## config.mk

```make
export PLATFORM = sky130hd
export DESIGN_NAME = ipmcf_filter
export DESIGN_NICKNAME = d
export VERILOG_FILES = /design/src/rtl/ipmcf_pkg.sv /design/src/rtl/ipmcf_filter.sv
export SDC_FILE = /design/constraint.sdc
export NUM_CORES = 1
export LEC_CHECK = 0
export BUFFER_PORTS_ARGS = -buffer_cell sky130_fd_sc_hd__buf_2
export CORE_MARGIN = 2
export CORE_UTILIZATION = 58
export DETAILED_ROUTE_END_ITERATION = 10
export HOLD_SLACK_MARGIN = 0.08
export PLACE_DENSITY = 0.79
export SETUP_SLACK_MARGIN = 0.1
export SYNTH_ARGS = -nofsm -noshare
export SYNTH_HDL_FRONTEND = slang
export SYNTH_SLANG_ARGS = --single-unit
```

## constraint.sdc

```tcl
create_clock -name i_mclk -period 2.88 [get_ports i_mclk]
set_input_delay 0.576 -clock i_mclk [delete_from_list [all_inputs] [get_ports i_mclk]]
set_output_delay 0.576 -clock i_mclk [all_outputs]
set_load 0.005 [all_outputs]
```

## src/rtl/ipmcf_pkg.sv

```systemverilog
// constants and types for the ipv6 multicast class filter
package ipmcf_pkg;

  // byte counter width, enough to reach the udp destination port
  localparam int unsigned CNT_W = 6;
  localparam logic [5:0] CNT_MAX = 6'h3F;

  // byte offsets within the received frame (no vlan tag)
  localparam logic [5:0] OFS_DMAC_END   = 6'h06; // bytes 0..5 hold the destination mac
  localparam logic [5:0] OFS_ETYPE_HI   = 6'h0C;
  localparam logic [5:0] OFS_ETYPE_LO   = 6'h0D;
  localparam logic [5:0] OFS_NXT_HDR    = 6'h14;
  localparam logic [5:0] OFS_ICMP_TYPE  = 6'h36;
  localparam logic [5:0] OFS_UDP_DP_HI  = 6'h38;
  localparam logic [5:0] OFS_UDP_DP_LO  = 6'h39;

  // header values that the classes look for
  localparam logic [47:0] MAC_ALL_NODES = 48'h3333_0000_0001;
  localparam logic [47:0] MAC_DHCP_RS   = 48'h3333_0001_0002;
  localparam logic [47:0] MAC_DHCP_SRV  = 48'h3333_0001_0003;
  localparam logic [15:0] ETYPE_IPV6    = 16'h86DD;
  localparam logic [7:0]  NH_ICMPV6     = 8'h3A;   // 58
  localparam logic [7:0]  NH_UDP        = 8'h11;   // 17
  localparam logic [7:0]  ICMP_RTR_ADV  = 8'h86;   // 134
  localparam logic [15:0] PORT_DHCP_SRV = 16'h0223; // 547
  localparam logic [15:0] PORT_DHCP_CLI = 16'h0222; // 546

  // positions in the filter settings word and in the class vector
  localparam int unsigned SET_RTR_ADV  = 1;
  localparam int unsigned SET_DHCP_RS  = 2;
  localparam int unsigned SET_DHCP_CLI = 3;
  localparam int unsigned CLS_RTR_ADV  = 0;
  localparam int unsigned CLS_DHCP_RS  = 1;
  localparam int unsigned CLS_DHCP_CLI = 2;
  localparam logic [2:0]  CLS_ALL      = 3'h7;

  // header fields captured while a frame streams past
  typedef struct packed {
    logic [47:0] dmac;
    logic [15:0] etype;
    logic [7:0]  nxt_hdr;
    logic [7:0]  icmp_type;
    logic [15:0] udp_dport;
  } ipmcf_cap_t;

  // per-frame decision
  typedef struct packed {
    logic       valid;
    logic       fwd;
    logic       mcast;
    logic [2:0] match;
  } ipmcf_dec_t;

  typedef enum logic [1:0] {
    ST_IDLE  = 2'b01,
    ST_FRAME = 2'b10
  } ipmcf_state_t;

endpackage

```

## src/rtl/ipmcf_filter.sv

```systemverilog
// ipv6 multicast class filter: router advertisement and dhcpv6 classes
// Operation
// (RULE1) a class whose enable bit is set has its frames forwarded to the controller.
// (RULE2) a multicast frame of a class whose enable bit is clear is discarded.
// (RULE3) a frame falls in a class only when all of that class's header checks hold together.
// (RULE4) router advertisement needs destination mac 33:33:00:00:00:01.
// (RULE5) router advertisement needs next header 58 and icmpv6 type 134.
// (RULE6) every class here needs ethertype 0x86DD.
// (RULE7) dhcpv6 relay and server class takes destination mac 33:33:00:01:00:02 or :03.
// (RULE8) both dhcpv6 classes need next header 17.
// (RULE9) dhcpv6 relay and server class needs udp destination port 547.
// (RULE10) dhcpv6 server to client class needs destination mac exactly 33:33:00:01:00:02.
// (RULE11) dhcpv6 server to client class needs udp destination port 546.
// (RULE12) with global multicast filtering on, only multicasts hitting an address or class pass.
// (RULE13) the controller should not enable classes the channel does not advertise.
// (RULE14) forward is the or of each class match and its enable, or a mac filter hit.
`timescale 1ns/1ns
module ipmcf_filter
  import ipmcf_pkg::*;
#(
  parameter logic [2:0] CLASS_CAPS = CLS_ALL // classes this channel advertises
)(
  // clock, reset, enable
  input  wire logic        i_mclk,
  input  wire logic        i_rstn,
  input  wire logic        i_ce,
  // received frame byte stream
  input  wire logic        i_rx_valid,
  input  wire logic        i_rx_sof,
  input  wire logic        i_rx_eof,
  input  wire logic [7:0]  i_rx_data,
  // filter configuration and address filter result
  input  wire logic [31:0] i_filt_settings,
  input  wire logic        i_glob_mcast_en,
  input  wire logic        i_mac_hit,
  // per-frame decision
  output logic             o_dec_valid,
  output logic             o_forward,
  output logic             o_mcast,
  output logic [2:0]       o_class_match
);

  // header checks for the three classes
  function automatic logic [2:0] classify(input ipmcf_cap_t c);
    logic ip6;
    logic [2:0] m;
    ip6 = (c.etype == ETYPE_IPV6); // see (RULE6)
    m = '0;
    // all terms and-ed, so a single failed check drops the class, see (RULE3)
    m[CLS_RTR_ADV] = ip6 && (c.dmac == MAC_ALL_NODES) // see (RULE4)
                     && (c.nxt_hdr == NH_ICMPV6) && (c.icmp_type == ICMP_RTR_ADV); // see (RULE5)
    m[CLS_DHCP_RS] = ip6 && ((c.dmac == MAC_DHCP_RS) || (c.dmac == MAC_DHCP_SRV)) // see (RULE7)
                     && (c.nxt_hdr == NH_UDP) // see (RULE8)
                     && (c.udp_dport == PORT_DHCP_SRV); // see (RULE9)
    m[CLS_DHCP_CLI] = ip6 && (c.dmac == MAC_DHCP_RS) // see (RULE10)
                     && (c.nxt_hdr == NH_UDP) // see (RULE8)
                     && (c.udp_dport == PORT_DHCP_CLI); // see (RULE11)
    return m;
  endfunction

  ipmcf_state_t   st_q, st_d;
  logic [CNT_W-1:0] cnt_q, cnt_d;
  ipmcf_cap_t     cap_q, cap_d;
  ipmcf_dec_t     dec_q, dec_d;
  logic [2:0]     en_q, en_d;
  logic           hit_q, hit_d;
  logic           glob_q, glob_d;

  // next state of the parser and capture registers
  always_comb
  begin
    logic [CNT_W-1:0] idx;
    logic [2:0]       en;
    logic             take;
    idx   = cnt_q;
    en    = '0;
    take  = 1'b0;
    st_d  = st_q;
    cnt_d = cnt_q;
    cap_d = cap_q;
    dec_d = dec_q;
    en_d  = en_q;
    hit_d = hit_q;
    glob_d = glob_q;
    dec_d.valid = 1'b0;
    if (i_rx_valid)
    begin
      // a start byte always restarts, so a truncated frame cannot leak fields
      if (i_rx_sof)
      begin
        idx   = '0;
        cap_d = '0;
        take  = 1'b1;
      end
      else
      begin
        take = (st_q == ST_FRAME);
      end
    end
    if (take)
    begin
      unique case (idx)
        OFS_ETYPE_HI:  cap_d.etype[15:8]     = i_rx_data;
        OFS_ETYPE_LO:  cap_d.etype[7:0]      = i_rx_data;
        OFS_NXT_HDR:   cap_d.nxt_hdr         = i_rx_data;
        OFS_ICMP_TYPE: cap_d.icmp_type       = i_rx_data;
        OFS_UDP_DP_HI: cap_d.udp_dport[15:8] = i_rx_data;
        OFS_UDP_DP_LO: cap_d.udp_dport[7:0]  = i_rx_data;
        default:
        begin
          if (idx < OFS_DMAC_END)
          begin
            cap_d.dmac = {cap_d.dmac[39:0], i_rx_data};
          end
        end
      endcase
      // saturate so long frames do not wrap onto header offsets
      cnt_d = (idx == CNT_MAX) ? idx : idx + CNT_W'(1);
      st_d  = i_rx_eof ? ST_IDLE : ST_FRAME;
      if (i_rx_eof)
      begin
        // unadvertised enable bits are ignored, see (RULE13)
        en[0] = i_filt_settings[SET_RTR_ADV];
        en[1] = i_filt_settings[SET_DHCP_RS];
        en[2] = i_filt_settings[SET_DHCP_CLI];
        en_d  = en & CLASS_CAPS;
        hit_d = i_mac_hit;
        glob_d = i_glob_mcast_en;
        dec_d.valid = 1'b1;
        dec_d.mcast = cap_d.dmac[40]; // group bit of the first byte
        dec_d.match = classify(cap_d);
        // non-multicast frames and unfiltered multicasts pass untouched
        if (!dec_d.mcast || !glob_d)
        begin
          dec_d.fwd = 1'b1;
        end
        else
        begin
          dec_d.fwd = hit_d || |(dec_d.match & en_d); // see (RULE1) (RULE2) (RULE12) (RULE14)
        end
      end
    end
  end

  // register stage, frozen while the clock enable is low
  always_ff @(posedge i_mclk or negedge i_rstn)
  begin
    if (!i_rstn)
    begin
      st_q   <= ST_IDLE;
      cnt_q  <= '0;
      cap_q  <= '0;
      dec_q  <= '0;
      en_q   <= '0;
      hit_q  <= 1'b0;
      glob_q <= 1'b0;
    end
    else if (i_ce)
    begin
      st_q   <= st_d;
      cnt_q  <= cnt_d;
      cap_q  <= cap_d;
      dec_q  <= dec_d;
      en_q   <= en_d;
      hit_q  <= hit_d;
      glob_q <= glob_d;
    end
  end

  // decision outputs straight from flip-flops
  assign o_dec_valid   = dec_q.valid;
  assign o_forward     = dec_q.fwd;
  assign o_mcast       = dec_q.mcast;
  assign o_class_match = dec_q.match;
endmodule

```

Word level (Yosys, flattened, before mapping)
Index checks and enable logic that the tools add are counted.
{ "word_totals": {"ff_bits": 110, "ramBits": 0, "rom_bits": 0, "wordCells": 76, "inputBits": 48, "output_inout_bits": 6, "memories": 0, "latch_bits": 0} }
{ "classes": {"n_addsub": 1, "n_mul": 0, "muxes": 27, "shift": 0, "n_eq_ne": 17, "order_cmp": 1, "n_reduce_logical": 18, "div_mod_pow": 0, "bitwise_logic": 1} }
{ "ops": {"columns": ["cell", "n"], "rows": [
  ["96-bit two-way mux", 3],
  ["48-bit by 46-bit equality test with 1-bit output (second input constant)", 3],
  ["48-bit two-way mux", 3],
  ["8-bit two-way mux", 12],
  ["16-bit by 10-bit equality test with 1-bit output (second input constant)", 2],
  ["6-bit two-way mux", 5],
  ["6-bit equality test (second input constant)", 4],
  ["16-bit equality test (second input constant)", 1],
  ["6-bit by 4-bit equality test with 1-bit output (second input constant)", 2],
  ["1-bit logical AND", 9],
  ["8-bit by 5-bit equality test with 1-bit output (second input constant)", 1],
  ["8-bit by 6-bit equality test with 1-bit output (second input constant)", 1],
  ["8-bit equality test (second input constant)", 1],
  ["6-bit by 1-bit adder with 6-bit output (second input constant)", 1],
  ["6-bit by 5-bit equality test with 1-bit output (second input constant)", 1],
  ["6-bit by 3-bit < comparator with 1-bit output (second input constant)", 1],
  ["6-bit OR reduction", 1],
  ["3-bit AND", 1],
  ["1-bit logical OR", 3],
  ["1-bit two-way mux", 3],
  ["3-bit AND reduction", 1],
  ["3-bit OR reduction", 1],
  ["2-bit equality test (second input constant)", 1],
  ["1-bit logical NOT", 2],
  ["other kinds (2)", 2]
]} }

Depth between registers and ports, before layout
Gate-level depths: netlist of run 1.
{ "logic_depth": {"word_depth": 17, "mapped_depth": 8, "mapped_depth_nobuf": 7} }

Worst setup path before layout of run 1
No wires, ideal clock.
{ "synth_path": {"path_type": "register to register", "start": "reg cnt_q[3]", "end": "reg dec_q (netlist bit o_forward)", "required_ns": 2.798, "period_less_slack_ns": 2.267, "arrival_ns": 2.185, "path_buffers": 1, "setup_ns": 0.082, "stages_incl_launch_ff": 9, "path_slack_ns": 0.613, "path_cell_list": "dfrtp_1 buf_6 a2111o_1 a211oi_2 o22ai_1 or4_4 nor4_4 o21ai_1 a31oi_1"} }
{ "synth_via": {"elab_chain_len": 15, "elab_cells_between_ends": 50, "classes_between": "1 x order compare; 15 x eq/ne; 18 x mux; 1 x bitwise; 15 x reduce/logical"} }
{ "synth_lines": {"columns": ["item", "line_no", "rtl"], "rows": [
  ["start: declaration", "ipmcf_filter.sv:62", "logic [CNT_W-1:0] cnt_q, cnt_d;"],
  ["start signal: assignment", "ipmcf_filter.sv:161", "cnt_q <= cnt_d;"],
  ["6-bit two-way mux", "ipmcf_filter.sv:89", "if (i_rx_sof)"],
  ["6-bit two-way mux *", "ipmcf_filter.sv:86", "if (i_rx_valid)"],
  ["6-bit by 3-bit < comparator with 1-bit output (tied with other cells)", "ipmcf_filter.sv:111", "if (idx < OFS_DMAC_END)"],
  ["48-bit two-way mux / 6-bit OR reduction (equally long branches)", null, null],
  ["48-bit two-way mux", "ipmcf_filter.sv:102", "unique case (idx)"],
  ["48-bit two-way mux", "ipmcf_filter.sv:100", "if (take)"],
  ["48-bit by 46-bit equality test with 1-bit output (on tied branches)", "ipmcf_filter.sv:52, ipmcf_filter.sv:55", null],
  ["1-bit logical OR", "ipmcf_filter.sv:52", "m[CLS_DHCP_RS] = ip6 && ((c.dmac == MAC_DHCP_RS) || (c.dmac == MAC_DHCP_SRV))"],
  ["1-bit logical AND", "ipmcf_filter.sv:52", null],
  ["1-bit logical AND", "ipmcf_filter.sv:53", "&& (c.nxt_hdr == NH_UDP)"],
  ["1-bit logical AND", "ipmcf_filter.sv:54", "&& (c.udp_dport == PORT_DHCP_SRV);"],
  ["3-bit AND", "ipmcf_filter.sv:139", "dec_d.fwd = hit_d || |(dec_d.match & en_d);"],
  ["3-bit OR reduction", "ipmcf_filter.sv:139", null],
  ["1-bit logical OR", "ipmcf_filter.sv:139", null],
  ["1-bit two-way mux *", "ipmcf_filter.sv:133", "if (!dec_d.mcast || !glob_d)"],
  ["end signal: assignment", "ipmcf_filter.sv:153", "dec_q <= '0;"],
  ["end signal: assignment", "ipmcf_filter.sv:163", "dec_q <= dec_d;"],
  ["end: declaration", "ipmcf_filter.sv:64", "ipmcf_dec_t dec_q, dec_d;"]
]} }
Every way passes the cells marked *; elsewhere a longest branch is shown, timed or not. The select of a mux whose other input is x is not followed.
A chain may end at the register's enable or synchronous reset.

Worst setup path in the final report of run 1
{ "layout_path": {"start": "reg cnt_q[4]", "end": "reg dec_q (netlist bit o_forward)"} }
The elaborated chain is that of the path after synthesis.

==> flow_summary.yaml, run 1 <==
setup_path:
  start_kind: "flop"
  crit_fanout: 12
  reg2reg_depth: 7
  required_ps: 3170
  r2r_start: "cnt_q[4]"
  worst-setup-path-type: "flop to flop"
  arrival_ps: 2920
  reg2reg_setup_slack_ps: 260
  regToRegEndpoint: "o_forward"
  critPathCaptureType: "flop"
global_routing:
  grt_overflow_total: 0
  grt.total_usage_pct: 26.77
  grt_max_degree: 50
  grt_pass1_vias: 3812
  grt_pass1_wl_mm: 20.18
  antenna_found_initial: 0
clock_tree:
  cts_tree: "done"
  ctsHoldBuffers: 0
  root_buffer: "clkbuf_8"
  cts_setup_buffers: 0
  numCtsBuffers: 9
  cts.repair.resized: 0
  cts.sinks: 110
  path_clk_slew_ps: 90
  insertion_delay_ps: 370
  htreeDepth: 3
  clk_path_buf_depth: 2
timing:
  tightest_slew_ps: 1152
  finalCritPeriodShare_pct: 91.12
  report.final.slew_viol_count: 0
  rsz0062_at_grt: "false"
  fin_crit_ps: 2624
  setup_tns_ps: 0
  worst_slack_ps: 255.8
  hold_violations: 0
  relSlewSlack_pct: 22.89
  setup_viol: 0
  fin_skew_ps: 8.306
  clock.fmax_ghz: 0.3811
synth:
  syn-cell-area_um2: 4992
  synth_flop_cell: "dfrtp_1"
  synthArstFlopShare_pct: 100.0
  synth_largest_area_cell: "dfrtp_1"
  synth.area.mux_share_pct: 3.910
  yosys-top-cells-count: "dfrtp_1 (109), a22o_1 (86), nand2_1 (27), clkbuf_1 (21), nor4_1 (16)"
  synth-compound-area-share_pct: 23.01
  syn_avg_cell_area_um2: 11.56
  synthAdderAreaFrac_pct: 0
  yosysMostFrequentCell: "dfrtp_1"
  ys_seq_elements: 110
  yosysWarningCount: 0
  synthXorXnorAreaFrac_pct: 0
  synth_cell_types: 61
  synth_nets: 480
  synth_edf_count: 0
  ys_top_cells_by_area: "dfrtp_1 (55%), a22o_1 (15%), mux2_2 (2.5%), nand2_1 (2.0%), nor4_1 (2.0%)"
  netlist.area_leader.share_pct: 54.64
  synth_top_family_by_area: "compound AO/OA/AOI/OAI gates"
  yosys.area_share.simple_pct: 15.01
  ys_seq_area_share_pct: 55.16
  syn_inst: 432
route:
  detail_route.iter0.violations: 287
  via_per_inst: 6.793
  wl_per_cell_um: 20.97
  wl_mm: 11.93
  vias: 3865
  drc_errors: 0
  detail_route.first_pass.iterations: 5
  antenna_left: 0
run:
  maxCapViolCount: 0
final_layout:
  finalNonFillerCells: 569
  drive_above_1_share_pct: 17.67
  area_growth_pct: 10.95
  nNetsFinal: 507
  antennaDiodeCount: 0
die:
  design.core.area_um2: 8299
  die_y_um: 96.78
  io_pins: 54
  start_util_pct: 60.15
  dieArea_um2: 9365
  die_w_um: 96.78
  rows: 33
placement:
  dp_hpwl_mm: 8.284
  place_inst: 553
  port_buffers: 24
  dp_slack_ps: 307.2
  routabilityCongestion: 0.9172
status:
  outcome: "finished clean"
power_and_ir_drop:
  peakVddDrop_mv: 0.3367
  p_per_area_nw_per_um2: 788.5
  p_leak_nw: 2.523
hold_path:
  hold_path_class: "input port to asynchronous set/reset pin"
==> worst max path at each step <==
| stage | startpoint | endpoint | slack, ps | depth (start not counted) |
|---|---|---|---|---|
| after floorplan | cnt_q[3] | o_forward | 610 | 8 |
| after global placement | cnt_q[4] | o_forward | 360 | 7 |
| after detailed placement | i_rx_data[3] | o_forward | 310 | 7 |
| after CTS | cnt_q[4] | o_forward | 280 | 7 |
| after global routing | cnt_q[4] | o_forward | 100 | 7 |
| final | cnt_q[4] | o_forward | 260 | 7 |
==> area by class of cell <==
cell class	count	area, µm²
clock buffers	13	148.9
clock inverters	3	68.82
fillers	604	2760
inverters	5	18.77
multi-input cells	288	2112
flip-flops and latches	110	2754
well taps	105	131.4
repair buffers	45	305.3
==> state kept, by name (all words and copies together), names as in the netlist <==
signal and flops:
cnt_q 6, o_mcast 1, o_class_match 3, cap_q 96, st_q 2, o_forward 1, o_dec_valid 1
==> metal layers <==
layer	track usage, %	up-vias	part of all wire (%)
met5	0	-	0
met4	7.042	0	1.7
met3	5.491	24	7.1
met2	40.92	155	47
met1	39.55	1941	44
li1	-	1745	-
==> critical path, cell delays in order, from the launching register on <==
cell,delay (ps)
dfrtp_1,600
and4b_1,340
nand2_2,110
mux2_1,340
a2111o_1,430
a2111oi_0,470
o21ai_1,100
a31oi_1,160
==> power breakdown <==
group | internal, W | switching [W]
registers | 0.00188 | 0.000341
logic | 0.000529 | 0.000599
clock network | 0.000519 | 0.000498
==> logic make-up after synthesis <==
| family | after synthesis |
|---|---|
| muxes | 18 |
| buffers and inverters | 34 |
| DFF | 110 |
| and+or+nand+nor | 123 |
| AOI/OAI and AO/OA | 147 |
==> stage by stage <==
stage	cell area [µm²]	power, W	utilization (%)	hold WS (ps)
after floorplan	4992	0.002919	-	280.4
after global placement	5321	0.003303	64.12	465.2
after detailed placement	5321	0.003354	64.12	480.6
after CTS	5539	0.004366	66.74	238.1
after global routing	5539	0.004603	66.74	261.0
final	5539	0.004368	66.74	213.1
==> placed cells by master, fill, tap and decap left out, types with 3 or more instances in the layout <==
cell type  netlist  final
a21oi_1         13     13
a22o_1          86     86
and2_1           3      3
and3_1           3      3
and4b_1          3      3
buf_2            5     23
buf_4            1     20
clkbuf_1        21      3
clkbuf_8         0     10
dfrtp_1        109    109
inv_1            5      5
mux2_2          11     11
mux2i_1          6      6
nand2_1         27     27
nand3_1          5      5
nand4_1          7      7
nand4b_1         4      4
nor2_1          15     14
nor3_1          14     14
nor4_1          16     16
nor4b_1          4      4
o211ai_1         3      3
o21ai_0         15     14
o21ai_1          7      7
No activity file was read; power rests on OpenSTA's default activity.
==> inputs of run 2 (changes only) <==
--- a/config.mk
+++ b/config.mk
@@ -5,7 +5,7 @@
 export SDC_FILE = /design/constraint.sdc
 export NUM_CORES = 1
 export LEC_CHECK = 0
-export BUFFER_PORTS_ARGS = -buffer_cell sky130_fd_sc_hd__buf_2
+export BUFFER_PORTS_ARGS = -buffer_cell sky130_fd_sc_hd__buf_4
 export CORE_MARGIN = 2
 export CORE_UTILIZATION = 58
 export DETAILED_ROUTE_END_ITERATION = 10
==> constraint.sdc (replaced) <==
create_clock -name i_mclk -period 2.68 [get_ports i_mclk]
set_input_delay 0.536 -clock i_mclk [delete_from_list [all_inputs] [get_ports i_mclk]]
set_output_delay 0.536 -clock i_mclk [all_outputs]
set_load 0.005 [all_outputs]
==> run 2 against run 1 <==
  * Global-route usage down 0.20 points
  * Clock power up 4%
  * Fmax up 4.9%
  * Non-clock buffer count up 13
  * Largest cell class unchanged
==> flow_summary.yaml, run 2 (same netlist as run 1, synthesis figures left out) <==
status:
  outcome: "finished clean"
clock_tree:
  cts_tree: "done"
  ctsHoldBuffers: 0
  cts.sinks: 110
  insertion_delay_ps: 380
  root_buffer: "clkbuf_8"
  numCtsBuffers: 9
  htreeDepth: 3
  path_clk_slew_ps: 100
  clk_path_buf_depth: 2
final_layout:
  antennaDiodeCount: 0
  nNetsFinal: 520
  drive_above_1_share_pct: 21.38
  multi_input_area_um2: 2146
  n_fill_cell: 591
  area_growth_pct: 15.16
  stdcell_area_um2: 5749
  final_cell_mix: "dfrtp_1 (109), a22o_1 (86), buf_4 (52)"
  seq_area_um2: 2754
  largest_register_ffs: 96
  final_common_cell: "dfrtp_1"
  largest_register: "cap_q"
die:
  die_y_um: 96.78
  dieArea_um2: 9365
  design.core.area_um2: 8299
  die_w_um: 96.78
  start_util_pct: 60.15
  io_pins: 54
  rows: 33
power_and_ir_drop:
  p_leak_nw: 2.616
  peakVddDrop_mv: 0.3560
  p_per_area_nw_per_um2: 840.8
timing:
  fin_hold_ws_ps: 109.5
  fin_skew_ps: 9.288
  relSlewSlack_pct: 22.37
  worst_slack_ps: 179.0
  report.final.slew_viol_count: 0
  rsz0062_at_grt: "true"
  setup_viol: 0
  hold_violations: 0
  finalCritPeriodShare_pct: 93.32
  tightest_slew_ps: 1160
  fin_crit_ps: 2501
  setup_tns_ps: 0
  clock.fmax_ghz: 0.3998
placement:
  port_buffers: 24
  place_area_um2: 5451
  routabilityCongestion: 0.9207
  dp_slack_ps: 82.01
  dp_hpwl_mm: 8.161
route:
  detail_route.first_pass.iterations: 5
  via_per_inst: 6.675
  antenna_left: 0
  wl_mm: 11.92
  vias: 3885
  drc_errors: 0
  wl_per_cell_um: 20.48
  detail_route.iter0.violations: 376
setup_path:
  critPathCaptureType: "flop"
  critPathMaxStageDelay_ps: 500
  worstPathCellList: "buf_6 -> a2111o_1 -> a211oi_2 -> o22ai_1 -> or4_4 -> nor4_4 -> o21ai_1 -> a31oi_1"
  crit_fanout: 8
  cp_top_family: "compound AO/OA/AOI/OAI gates"
  start_kind: "flop"
  arrival_ps: 2800
  worst-setup-path-type: "flop to flop"
  required_ps: 2980
  worst-path-buf-inv: 1
  slowest_stage: "a2111o_1"
global_routing:
  antenna_found_initial: 0
  grt_pass1_vias: 3780
  grt_overflow_total: 0
  grt_busiest_layer: "met1"
  grt_pass1_wl_mm: 20.12
  met2_usage_pct: 38.35
  use_met3_pct: 4.913
  grt.total_usage_pct: 26.57
  grt.met1_usage_pct: 41.55
  grt_max_degree: 57
run:
  maxCapViolCount: 0
hold_path:
  hold_path_class: "input port to asynchronous set/reset pin"
-- run 2: worst paths after layout --
path / to / cells past startpoint / start / slack, ps
setup / recovery: o_forward / 8 / cnt_q[2] / 180
hold / removal: cnt_q[3] / 1 / i_rstn / 110
setup reg to reg: o_forward / 8 / cnt_q[2] / 180
hold reg to reg: st_q[0] / 2 / st_q[0] / 500
max in group asynchronous: cap_q[33] / 2 / i_rstn / 1920
min in group i_mclk: o_dec_valid / 2 / i_ce / 360
-- run 2: area by class of cell --
class	count	share of cell area (%)
Multi-Input combinational cell	288	37.32
Inverter	5	0.3264
Tap cell	105	2.285
Sequential cell	110	47.90
Clock buffer	10	2.394
Clock inverter	6	1.349
Timing Repair Buffer	58	8.422
-- run 2: routing by layer --
metal / share of wire [%] / wire, µm / vias to the layer above
li1: - / - / 1766
met1: 46 / 5446 / 1922
met2: 45 / 5362 / 174
met3: 7.5 / 890 / 23
met4: 1.9 / 222 / 0
met5: 0 / 0 / -
-- run 2: report_power, final --
group / internal (W) / leakage (nW) / switching [W]
logic: 0.000695 / 1.02 / 0.000709
registers: 0.00202 / 1.48 / 0.000354
clock network: 0.000472 / 0.110 / 0.000583
-- run 2: timing repair --
item,CTS,global route
resized for setup,1,8
setup endpoints to repair,1,4
buffers inserted,0,5
pin swaps,0,3
-- run 2: through the flow --
step	instances	util (%)	total power [W]
finish	582	69.27	0.004834
global route	582	69.27	0.005083
CTS	577	68.43	0.004747
detailed placement	561	65.69	0.003679
global placement	561	65.69	0.003632
floorplan	432	-	0.003137
